--- config.mk ---
export PLATFORM = sky130hd
export DESIGN_NAME = rcd_device_flat
export DESIGN_NICKNAME = d
export VERILOG_FILES = /design/src/rtl/rcd_pkg.sv /design/src/rtl/rcd_bus_if.sv /design/src/rtl/rcd_word_file.sv /design/src/rtl/rcd_device.sv /design/src/flat_wrapper.sv
export VERILOG_INCLUDE_DIRS = /design/src /design/src/rtl
export SDC_FILE = /design/constraint.sdc
export NUM_CORES = 1
export LEC_CHECK = 0
export BUFFER_PORTS_ARGS = -buffer_cell sky130_fd_sc_hd__buf_2
export CORE_ASPECT_RATIO = 1.4
export CORE_MARGIN = 2
export CORE_UTILIZATION = 45
export DETAILED_ROUTE_END_ITERATION = 8
export PLACE_DENSITY = 0.76
export SLEW_MARGIN = 20
export SYNTH_ARGS = -nofsm -noshare
export SYNTH_HDL_FRONTEND = slang
export SYNTH_SLANG_ARGS = --single-unit
--- constraint.sdc ---
create_clock -name clk -period 2.44 [get_ports clk]
set_input_delay 0.366 -clock clk [delete_from_list [all_inputs] [get_ports clk]]
set_output_delay 0.366 -clock clk [all_outputs]
set_load 0.1 [all_outputs]
--- src/rtl/rcd_regs.svh ---
`ifndef RCD_REGS_SVH
`define RCD_REGS_SVH
`define ADDR_W 16
`define BANK_W 3
`define CS_W 4
`define WORD_W 4
`define WORD_COUNT 16
`define WORD_RESET 4'h0
`define VENDOR_RESET 4'h0
`define VENDOR_IDX_A 4'h6
`define VENDOR_IDX_B 4'h7
`define HOLD_3T 2'h2
`define MRS_WINDOW 2'h3
`define INV_ADDR_MASK 16'hEBF8
`define INV_BANK_MASK 3'h7
`define HIGH_ADDR_MASK 16'hFFE0
`define CS_NONE 4'hF
`define IDX_GLOBAL 4'h0
`define IDX_TIMING 4'h2
`define IDX_POWER 4'h9
`define IDX_SPEED 4'hA
`endif

--- src/rtl/rcd_pkg.sv ---
package rcd_pkg;
    typedef enum logic [1:0] {CMD_IDLE, CMD_NORMAL, CMD_MRS, CMD_WORD} cmd_kind_t;
    typedef logic [3:0] word_t;
endpackage : rcd_pkg

--- src/rtl/rcd_bus_if.sv ---
`timescale 1ns/1ps
`include "rcd_regs.svh"
interface rcd_bus_if;
    logic [`CS_W-1:0] chip_select_in_n;
    logic row_strobe_in_n;
    logic column_strobe_in_n;
    logic write_enable_in_n;
    logic [`ADDR_W-1:0] addr_in;
    logic [`BANK_W-1:0] bank_addr_in;
    logic [1:0] clock_enable_in;
    logic [1:0] termination_in;
    logic parity_in;
    logic quad_select_enable_n;
    logic parity_error_out_n;
    modport device (
        input chip_select_in_n, row_strobe_in_n, column_strobe_in_n, write_enable_in_n,
        input addr_in, bank_addr_in, clock_enable_in, termination_in, parity_in,
        input quad_select_enable_n,
        output parity_error_out_n
    );
    modport host (
        output chip_select_in_n, row_strobe_in_n, column_strobe_in_n, write_enable_in_n,
        output addr_in, bank_addr_in, clock_enable_in, termination_in, parity_in,
        output quad_select_enable_n,
        input parity_error_out_n
    );
endinterface : rcd_bus_if

--- src/rtl/rcd_word_file.sv ---
`timescale 1ns/1ps
`include "rcd_regs.svh"
module rcd_word_file (
    input wire logic clk,
    input wire logic reset_n,
    input wire logic write_en,
    input wire logic [3:0] index,
    input wire rcd_pkg::word_t data,
    output rcd_pkg::word_t words [`WORD_COUNT]
);
    // Words hold with no clock edges; nothing else touches them
    genvar i;
    generate
        for (i = 0; i < `WORD_COUNT; i++)
        begin : g_word
            always_ff @(posedge clk)
            begin
                if (!reset_n)
                begin
                    if (4'(i) == `VENDOR_IDX_A || 4'(i) == `VENDOR_IDX_B)
                        words[i] <= `VENDOR_RESET;
                    else
                        words[i] <= `WORD_RESET;
                end
                else if (write_en && index == 4'(i))
                    words[i] <= data;
            end
        end
    endgenerate
endmodule : rcd_word_file

--- src/rtl/rcd_device.sv ---
// What this block does
// - Inversion on after reset release
// - Inverted B outputs complement selected A bits
// - Inversion off: B equals A
// - MRS detect suspends inversion
// - MRS chip select delayed one clock
// - 3T holds command/address three cycles, cut short if a word access clears the hold
// - Host spaces MRS commands three clocks
// - Inversion returns three clocks after MRS
// - Two-select mode: both selects means word access
// - Quad mode: pairs 2,3 or all four
// - Host never asserts three selects
// - Word access holds outputs, selects high unless a delayed MRS select is due
// - Sixteen 4-bit words, index and data fields
// - Host keeps high address low on word accesses, CKE high
// - Word access ignores termination; strobes enter only the parity check
// - Parity mismatch flags error, drops write
// - Word writes accepted at any frequency
// - Host adds no delay after words; only MRS commands are spaced
// - Host keeps selects high during settling
// - Reset restores words, vendor words chosen
// - Stopped clock keeps word values
// - Index is bank2 then addr 2..0
`timescale 1ns/1ps
`include "rcd_regs.svh"
module rcd_device (
    input wire logic clk,
    input wire logic reset_n,
    rcd_bus_if.device bus,
    output logic [`CS_W-1:0] chip_select_out_n,
    output logic row_strobe_out_n,
    output logic column_strobe_out_n,
    output logic write_enable_out_n,
    output logic [`ADDR_W-1:0] a_side_addr_out,
    output logic [`BANK_W-1:0] a_side_bank_out,
    output logic [`ADDR_W-1:0] b_side_addr_out,
    output logic [`BANK_W-1:0] b_side_bank_out,
    output logic [1:0] clock_enable_out,
    output logic [1:0] termination_out,
    output logic inversion_active,
    output rcd_pkg::word_t global_features_word,
    output rcd_pkg::word_t timing_word,
    output rcd_pkg::word_t power_saving_word,
    output rcd_pkg::word_t operating_speed_word
);
    function automatic logic [1:0] low_count(input logic [3:0] cs);
        low_count = 2'(!cs[0]) + 2'(!cs[1]) + 2'(!cs[2]) + 2'(!cs[3]);
    endfunction : low_count

    rcd_pkg::cmd_kind_t kind;
    logic [`CS_W-1:0] cs_eff;
    logic quad;
    logic one_select;
    logic word_access;
    logic parity_ok;
    logic write_ok;
    logic [3:0] word_index;
    rcd_pkg::word_t word_data;
    rcd_pkg::word_t words [`WORD_COUNT];
    logic [1:0] hold_count;
    logic [1:0] mrs_count;
    logic [`CS_W-1:0] mrs_cs;
    logic mrs_cs_pending;

    assign quad = !bus.quad_select_enable_n;
    assign cs_eff = quad ? bus.chip_select_in_n : {2'b11, bus.chip_select_in_n[1:0]};
    assign one_select = (cs_eff != `CS_NONE) && (low_count(cs_eff) == 2'h1);
    assign word_access = quad ?
        ((cs_eff[3:2] == 2'b00 && cs_eff[1:0] == 2'b11) || cs_eff == 4'h0)
        : (cs_eff[1:0] == 2'b00);
    assign parity_ok = ~^{bus.addr_in, bus.bank_addr_in, bus.row_strobe_in_n,
        bus.column_strobe_in_n, bus.write_enable_in_n, bus.parity_in};
    assign word_index = {bus.bank_addr_in[2], bus.addr_in[2:0]};
    assign word_data = {bus.bank_addr_in[1:0], bus.addr_in[4:3]};
    // Termination takes no part in the write decision; strobes count only through parity
    assign write_ok = word_access && parity_ok;

    always_comb
    begin
        if (word_access)
            kind = rcd_pkg::CMD_WORD;
        else if (one_select && !bus.row_strobe_in_n == 1'b1 && !bus.column_strobe_in_n
            && !bus.write_enable_in_n)
            kind = rcd_pkg::CMD_MRS;
        else if (one_select)
            kind = rcd_pkg::CMD_NORMAL;
        else
            kind = rcd_pkg::CMD_IDLE;
    end

    rcd_word_file words_u (
        .clk(clk),
        .reset_n(reset_n),
        .write_en(write_ok),
        .index(word_index),
        .data(word_data),
        .words(words)
    );
    assign global_features_word = words[`IDX_GLOBAL];
    assign timing_word = words[`IDX_TIMING];
    assign power_saving_word = words[`IDX_POWER];
    assign operating_speed_word = words[`IDX_SPEED];

    // Parity error flag, low active, per word write
    always_ff @(posedge clk)
    begin
        if (!reset_n)
            bus.parity_error_out_n <= 1'b1;
        else
            bus.parity_error_out_n <= !(word_access && !parity_ok);
    end

    // Inversion window after MRS
    always_ff @(posedge clk)
    begin
        if (!reset_n)
            mrs_count <= 2'h0;
        else if (kind == rcd_pkg::CMD_MRS)
            mrs_count <= `MRS_WINDOW;
        else if (mrs_count != 2'h0)
            mrs_count <= mrs_count - 2'h1;
    end
    assign inversion_active = (mrs_count == 2'h0);

    // Command and address registers with 3T hold
    always_ff @(posedge clk)
    begin
        if (!reset_n)
        begin
            hold_count <= 2'h0;
            row_strobe_out_n <= 1'b1;
            column_strobe_out_n <= 1'b1;
            write_enable_out_n <= 1'b1;
            a_side_addr_out <= '0;
            a_side_bank_out <= '0;
            clock_enable_out <= 2'b00;
            termination_out <= 2'b00;
        end
        else if (kind == rcd_pkg::CMD_WORD)
            hold_count <= 2'h0;
        else if (kind == rcd_pkg::CMD_MRS)
        begin
            hold_count <= `HOLD_3T;
            row_strobe_out_n <= bus.row_strobe_in_n;
            column_strobe_out_n <= bus.column_strobe_in_n;
            write_enable_out_n <= bus.write_enable_in_n;
            a_side_addr_out <= bus.addr_in;
            a_side_bank_out <= bus.bank_addr_in;
            clock_enable_out <= bus.clock_enable_in;
            termination_out <= bus.termination_in;
        end
        else if (hold_count != 2'h0)
            hold_count <= hold_count - 2'h1;
        else
        begin
            row_strobe_out_n <= bus.row_strobe_in_n;
            column_strobe_out_n <= bus.column_strobe_in_n;
            write_enable_out_n <= bus.write_enable_in_n;
            a_side_addr_out <= bus.addr_in;
            a_side_bank_out <= bus.bank_addr_in;
            clock_enable_out <= bus.clock_enable_in;
            termination_out <= bus.termination_in;
        end
    end

    // B side follows A, complemented on selected bits while inverting
    always_ff @(posedge clk)
    begin
        if (!reset_n)
        begin
            b_side_addr_out <= '0;
            b_side_bank_out <= '0;
        end
        else if (kind == rcd_pkg::CMD_WORD)
        begin
            b_side_addr_out <= b_side_addr_out;
            b_side_bank_out <= b_side_bank_out;
        end
        else if (kind == rcd_pkg::CMD_MRS || hold_count == 2'h0)
        begin
            if (kind != rcd_pkg::CMD_MRS && inversion_active && mrs_count == 2'h0)
            begin
                b_side_addr_out <= bus.addr_in ^ `INV_ADDR_MASK;
                b_side_bank_out <= bus.bank_addr_in ^ `INV_BANK_MASK;
            end
            else
            begin
                b_side_addr_out <= bus.addr_in;
                b_side_bank_out <= bus.bank_addr_in;
            end
        end
    end

    // Chip selects: MRS select one clock late, high during word access unless the delayed MRS select is due
    always_ff @(posedge clk)
    begin
        if (!reset_n)
        begin
            chip_select_out_n <= `CS_NONE;
            mrs_cs <= `CS_NONE;
            mrs_cs_pending <= 1'b0;
        end
        else
        begin
            mrs_cs_pending <= (kind == rcd_pkg::CMD_MRS);
            mrs_cs <= cs_eff;
            if (mrs_cs_pending)
                chip_select_out_n <= mrs_cs;
            else if (kind == rcd_pkg::CMD_NORMAL)
                chip_select_out_n <= cs_eff;
            else
                chip_select_out_n <= `CS_NONE;
        end
    end
endmodule : rcd_device

--- src/flat_wrapper.sv ---
// flat-port wrapper written by rule: the top's interface ports become plain ports
module rcd_device_flat 
  (clk, reset_n, chip_select_out_n, row_strobe_out_n, column_strobe_out_n, write_enable_out_n, a_side_addr_out, a_side_bank_out, b_side_addr_out, b_side_bank_out, clock_enable_out, termination_out, inversion_active, global_features_word, timing_word, power_saving_word, operating_speed_word, bus_chip_select_in_n, bus_row_strobe_in_n, bus_column_strobe_in_n, bus_write_enable_in_n, bus_addr_in, bus_bank_addr_in, bus_clock_enable_in, bus_termination_in, bus_parity_in, bus_quad_select_enable_n, bus_parity_error_out_n);
  rcd_bus_if bus_i ();
  input wire logic clk;
  input wire logic reset_n;
  output logic [`CS_W-1:0] chip_select_out_n;
  output logic row_strobe_out_n;
  output logic column_strobe_out_n;
  output logic write_enable_out_n;
  output logic [`ADDR_W-1:0] a_side_addr_out;
  output logic [`BANK_W-1:0] a_side_bank_out;
  output logic [`ADDR_W-1:0] b_side_addr_out;
  output logic [`BANK_W-1:0] b_side_bank_out;
  output logic [1:0] clock_enable_out;
  output logic [1:0] termination_out;
  output logic inversion_active;
  output rcd_pkg::word_t global_features_word;
  output rcd_pkg::word_t timing_word;
  output rcd_pkg::word_t power_saving_word;
  output rcd_pkg::word_t operating_speed_word;
  input wire logic [$bits(bus_i.chip_select_in_n)-1:0] bus_chip_select_in_n;
  input wire logic [$bits(bus_i.row_strobe_in_n)-1:0] bus_row_strobe_in_n;
  input wire logic [$bits(bus_i.column_strobe_in_n)-1:0] bus_column_strobe_in_n;
  input wire logic [$bits(bus_i.write_enable_in_n)-1:0] bus_write_enable_in_n;
  input wire logic [$bits(bus_i.addr_in)-1:0] bus_addr_in;
  input wire logic [$bits(bus_i.bank_addr_in)-1:0] bus_bank_addr_in;
  input wire logic [$bits(bus_i.clock_enable_in)-1:0] bus_clock_enable_in;
  input wire logic [$bits(bus_i.termination_in)-1:0] bus_termination_in;
  input wire logic [$bits(bus_i.parity_in)-1:0] bus_parity_in;
  input wire logic [$bits(bus_i.quad_select_enable_n)-1:0] bus_quad_select_enable_n;
  output wire logic [$bits(bus_i.parity_error_out_n)-1:0] bus_parity_error_out_n;
  assign bus_i.chip_select_in_n = bus_chip_select_in_n;
  assign bus_i.row_strobe_in_n = bus_row_strobe_in_n;
  assign bus_i.column_strobe_in_n = bus_column_strobe_in_n;
  assign bus_i.write_enable_in_n = bus_write_enable_in_n;
  assign bus_i.addr_in = bus_addr_in;
  assign bus_i.bank_addr_in = bus_bank_addr_in;
  assign bus_i.clock_enable_in = bus_clock_enable_in;
  assign bus_i.termination_in = bus_termination_in;
  assign bus_i.parity_in = bus_parity_in;
  assign bus_i.quad_select_enable_n = bus_quad_select_enable_n;
  assign bus_parity_error_out_n = bus_i.parity_error_out_n;
  rcd_device u_core (.clk(clk), .reset_n(reset_n), .bus(bus_i), .chip_select_out_n(chip_select_out_n), .row_strobe_out_n(row_strobe_out_n), .column_strobe_out_n(column_strobe_out_n), .write_enable_out_n(write_enable_out_n), .a_side_addr_out(a_side_addr_out), .a_side_bank_out(a_side_bank_out), .b_side_addr_out(b_side_addr_out), .b_side_bank_out(b_side_bank_out), .clock_enable_out(clock_enable_out), .termination_out(termination_out), .inversion_active(inversion_active), .global_features_word(global_features_word), .timing_word(timing_word), .power_saving_word(power_saving_word), .operating_speed_word(operating_speed_word));
endmodule
==> run_results.csv <==
group,metric,value,unit
die,rows,35,
critical_path,crit_type,"in -> reg",
critical_path,path_buf_inv,1,
finish,layout.nets,481,
placed_design,gp_routability_congestion,0.8872,
critical_path,worst_setup_path_start_kind,"input pin",
power,ir_worst_vdd,0.0006352,V
run_status,status,"complete, no violations",
critical_path,rrSetupSlack,0.90,ns
finish,multi_input_area,0.001450,mm²
critical_path,path_max_fanout,4,
yosys,yosysUniqueCellTypes,36,
grt,antenna_found_initial,0,
detailed_routing,routedWlPerCell,14.11,µm
yosys,syn_inst,340,
clock_tree,cts_tree,"done",
yosys,synth-seq-cells,70,
placed_design,placed_area,0.003622,mm²
yosys,yosys_warnings,0,
hold_path,hold_path_end,"u_core.clock_enable_out[0]",
grt,grt_pass1_vias,2539,
critical_path,crit_path_max_incr_delay,0.67,ns
hold_path,min_from,"bus_clock_enable_in[0]",
grt,grt_remaining_overflow,0,
sta,fin_setup_tns,0,ns
sta,rsz0062_at_grt,"no",
clock_tree,cts_hold_buf,0,
grt,grt_pass1_wl,11870,µm
power,p_leak,0.001792,µW
die,start_util,0.4591,
sta,worstMarginPinSlew,0.5044,ns
grt,grt_usage,0.2065,
clock_tree,ctsLongestPathBuffers,2,
sta,holdWs,0.2579,ns
clock_tree,clockRootBuffer,"clkbuf_8",
yosys,synthesis.area,0.002975,mm²
clock_tree,clk-insertion-delay-late,0.34,ns
die,core_area,0.006481,mm²
sta,fmax,455.1,MHz
sta,final-max-slew-violation-count,0,
finish,syn2layout_area_growth,28.89,%
finish,layout.cells.non_filler,522,
sta,hold_viol,0,
critical_path,r2r-end,"u_core.chip_select_out_n[3]",
detailed_routing,drt_iter0_markers,154,
die,die_y,100.2,µm
critical_path,required,2.67,ns
placed_design,dp_cells,507,
clock_tree,clkTransAtPathRegs,0.07,ns
detailed_routing,routed_wl,7363,µm
critical_path,crit_path_end_kind,"register",
finish,ff_latch_area,0.001401,mm²
die,die_x,72.72,µm
finish,drive_above_1_share,0.3125,
sta,fin_crit,2.198,ns
sta,setup_violations,0,
hold_path,min_path_type,"in -> reg",
critical_path,arrival,2.42,ns
run,cap_violations,0,
critical_path,path_delay_family,"simple AND/OR/NAND/NOR gates",
detailed_routing,drtAntennaViolNets,0,
detailed_routing,drtPass1Iterations,4,
power,power_density,1081,mW/mm²
clock_tree,cts_sinks,70,
detailed_routing,vias,2679,
placed_design,dp_hpwl,5390,µm
sta,min_period_over_period,0.9006,
yosys,yosysSeqAreaShare,0.4710,
placed_design,portBuffers,100,
clock_tree,cts_buffers,9,
critical_path,cpMaxStageDelayCell,"or4_1",
critical_path,cp.depth,7,
finish,diodes,0,
finish,nFillCells,578,
finish,final_common_cell,"buf_2",
yosys,postSynthAreaPerCell,8.751,µm²
clock_tree,htree_levels,3,
die,io_pins,101,
grt,grt_max_degree,39,
detailed_routing,vias_per_cell,5.132,
finish,layout_common_cells,"buf_2 (100), nand2_1 (95), dfxtp_1 (70)",
critical_path,rr_worst_depth,4,
critical_path,crit_chain,"buf_2 > or2_1 > and2_1 > a211oi_1 > or2b_1 > or4_1 > mux2i_1",
hold_path,holdPathStages,3,
sta,fin_skew,0.004323,ns
detailed_routing,post-route-drc-count,0,
finish,final_area,0.003835,mm²
die,dieArea,0.007287,mm²
sta,relSlewSlack,0.6661,
power,power,4147,µW
yosys,syn_nets,377,
critical_path,worstReg2RegStart,"u_core.mrs_cs_pending",
==> worst max path at each step <==
stage	from	endpoint	slack, ns
floorplan	bus_quad_select_enable_n	u_core.b_side_addr_out[11]	0.005
global placement	bus_chip_select_in_n[0]	u_core.words_u.words[55]	-0.13
detailed placement	bus_chip_select_in_n[2]	u_core.b_side_addr_out[4]	-0.13
CTS	bus_chip_select_in_n[2]	u_core.b_side_addr_out[5]	0.21
global route	bus_chip_select_in_n[2]	u_core.chip_select_out_n[2]	0.11
finish	bus_chip_select_in_n[0]	u_core.words_u.words[55]	0.24
==> cell usage after synthesis <==
cell type  number  share of area
a211o_1         1         0.0029
a211oi_1        1         0.0025
a21oi_1        41          0.069
a221o_1         1         0.0034
and2_1          1         0.0021
and4bb_2        1         0.0042
buf_1           2         0.0025
buf_2           1         0.0017
buf_4           5          0.013
clkbuf_1       16          0.020
clkinv_1        1         0.0013
dfxtp_1        70           0.47
ha_1            3          0.013
inv_1           6         0.0076
mux2_2          1         0.0038
mux2i_1        30           0.10
nand2_1        95           0.12
nand2b_1        1         0.0021
nand3_1         5         0.0084
nor2_1          8          0.010
nor3_1          6          0.010
nor4_1          1         0.0021
nor4_4          2          0.014
o21a_1          2         0.0050
o21ai_0         2         0.0034
o21ai_1         1         0.0017
o22ai_1         2         0.0042
o32ai_1         2         0.0059
or2_1           1         0.0021
or2b_1          1         0.0025
or3_1           4         0.0084
or4_1           1         0.0025
or4b_2          1         0.0034
xnor2_1        19          0.056
xnor3_2         1         0.0080
xor2_1          4          0.012
==> power by group <==
group / switching, µW / leakage, µW / internal [µW]
clock: 435 / 0.0000973 / 567
sequential: 64.5 / 0.000576 / 1270
combinational: 1380 / 0.00112 / 423
total: 1880 / 0.00179 / 2260
==> registers in the layout, indices dropped and copies added, names as in the netlist <==
signal / flops
u_core.write_enable_out_n: 1
u_core.termination_out: 2
u_core.chip_select_out_n: 4
u_core.column_strobe_out_n: 1
u_core.hold_count: 2
u_core.b_side_addr_out: 11
u_core.bus.parity_error_out_n: 1
u_core.clock_enable_out: 2
u_core.row_strobe_out_n: 1
u_core.mrs_count: 2
u_core.b_side_bank_out: 3
u_core.mrs_cs: 4
u_core.a_side_addr_out: 16
u_core.a_side_bank_out: 3
u_core.mrs_cs_pending: 1
u_core.words_u.words: 16
==> kinds of logic (layout without fill, tap and decap cells) <==
| kind of cell | Yosys count | after routing | synth area share |
|---|---|---|---|
| AO/OA/AOI/OAI | 53 | 53 | 0.09798 |
| XOR/XNOR | 24 | 24 | 0.07569 |
| adder cells (fa/ha/maj) | 3 | 3 | 0.01262 |
| buffers and inverters | 31 | 139 | 0.04584 |
| flip-flops | 70 | 70 | 0.4710 |
| multiplexers | 31 | 31 | 0.1047 |
| AND/OR/NAND/NOR | 128 | 128 | 0.1922 |
==> cell type report <==
class,instances,area share
Multi-Input combinational cell,239,0.3781
Sequential cell,70,0.3654
Timing Repair Buffer,117,0.1703
Clock buffer,9,0.03230
Tap cell,74,0.02414
Clock inverter,6,0.02284
Inverter,7,0.006852
==> timing repair <==
action / in CTS / in global routing
endpoints found under the setup margin: 0 / 1
buffers inserted: 0 / 0
resized for setup: 0 / 1
==> worst register-to-register path: stages, from the launching register on <==
cell	delay [ns]
dfxtp_1	0.31
nor2_1	0.09
or4b_2	0.66
o32ai_1	0.29
nand2_1	0.08
==> metrics by stage <==
stage	util	setup WS, ns
finish	0.5917	0.2425
global route	0.5917	0.1103
CTS	0.5915	0.2073
detailed placement	0.5589	-0.1308
global placement	0.5589	-0.1348
floorplan	-	0.004865
==> metal layers <==
layer,GRT usage,vias up,share of wire
met3,0.04518,18,0.061
li1,-,1333,-
met4,0.1040,0,0.029
met1,0.2442,1232,0.41
met2,0.3469,96,0.50
met5,0,-,0
(Power assumes the default switching activity.)
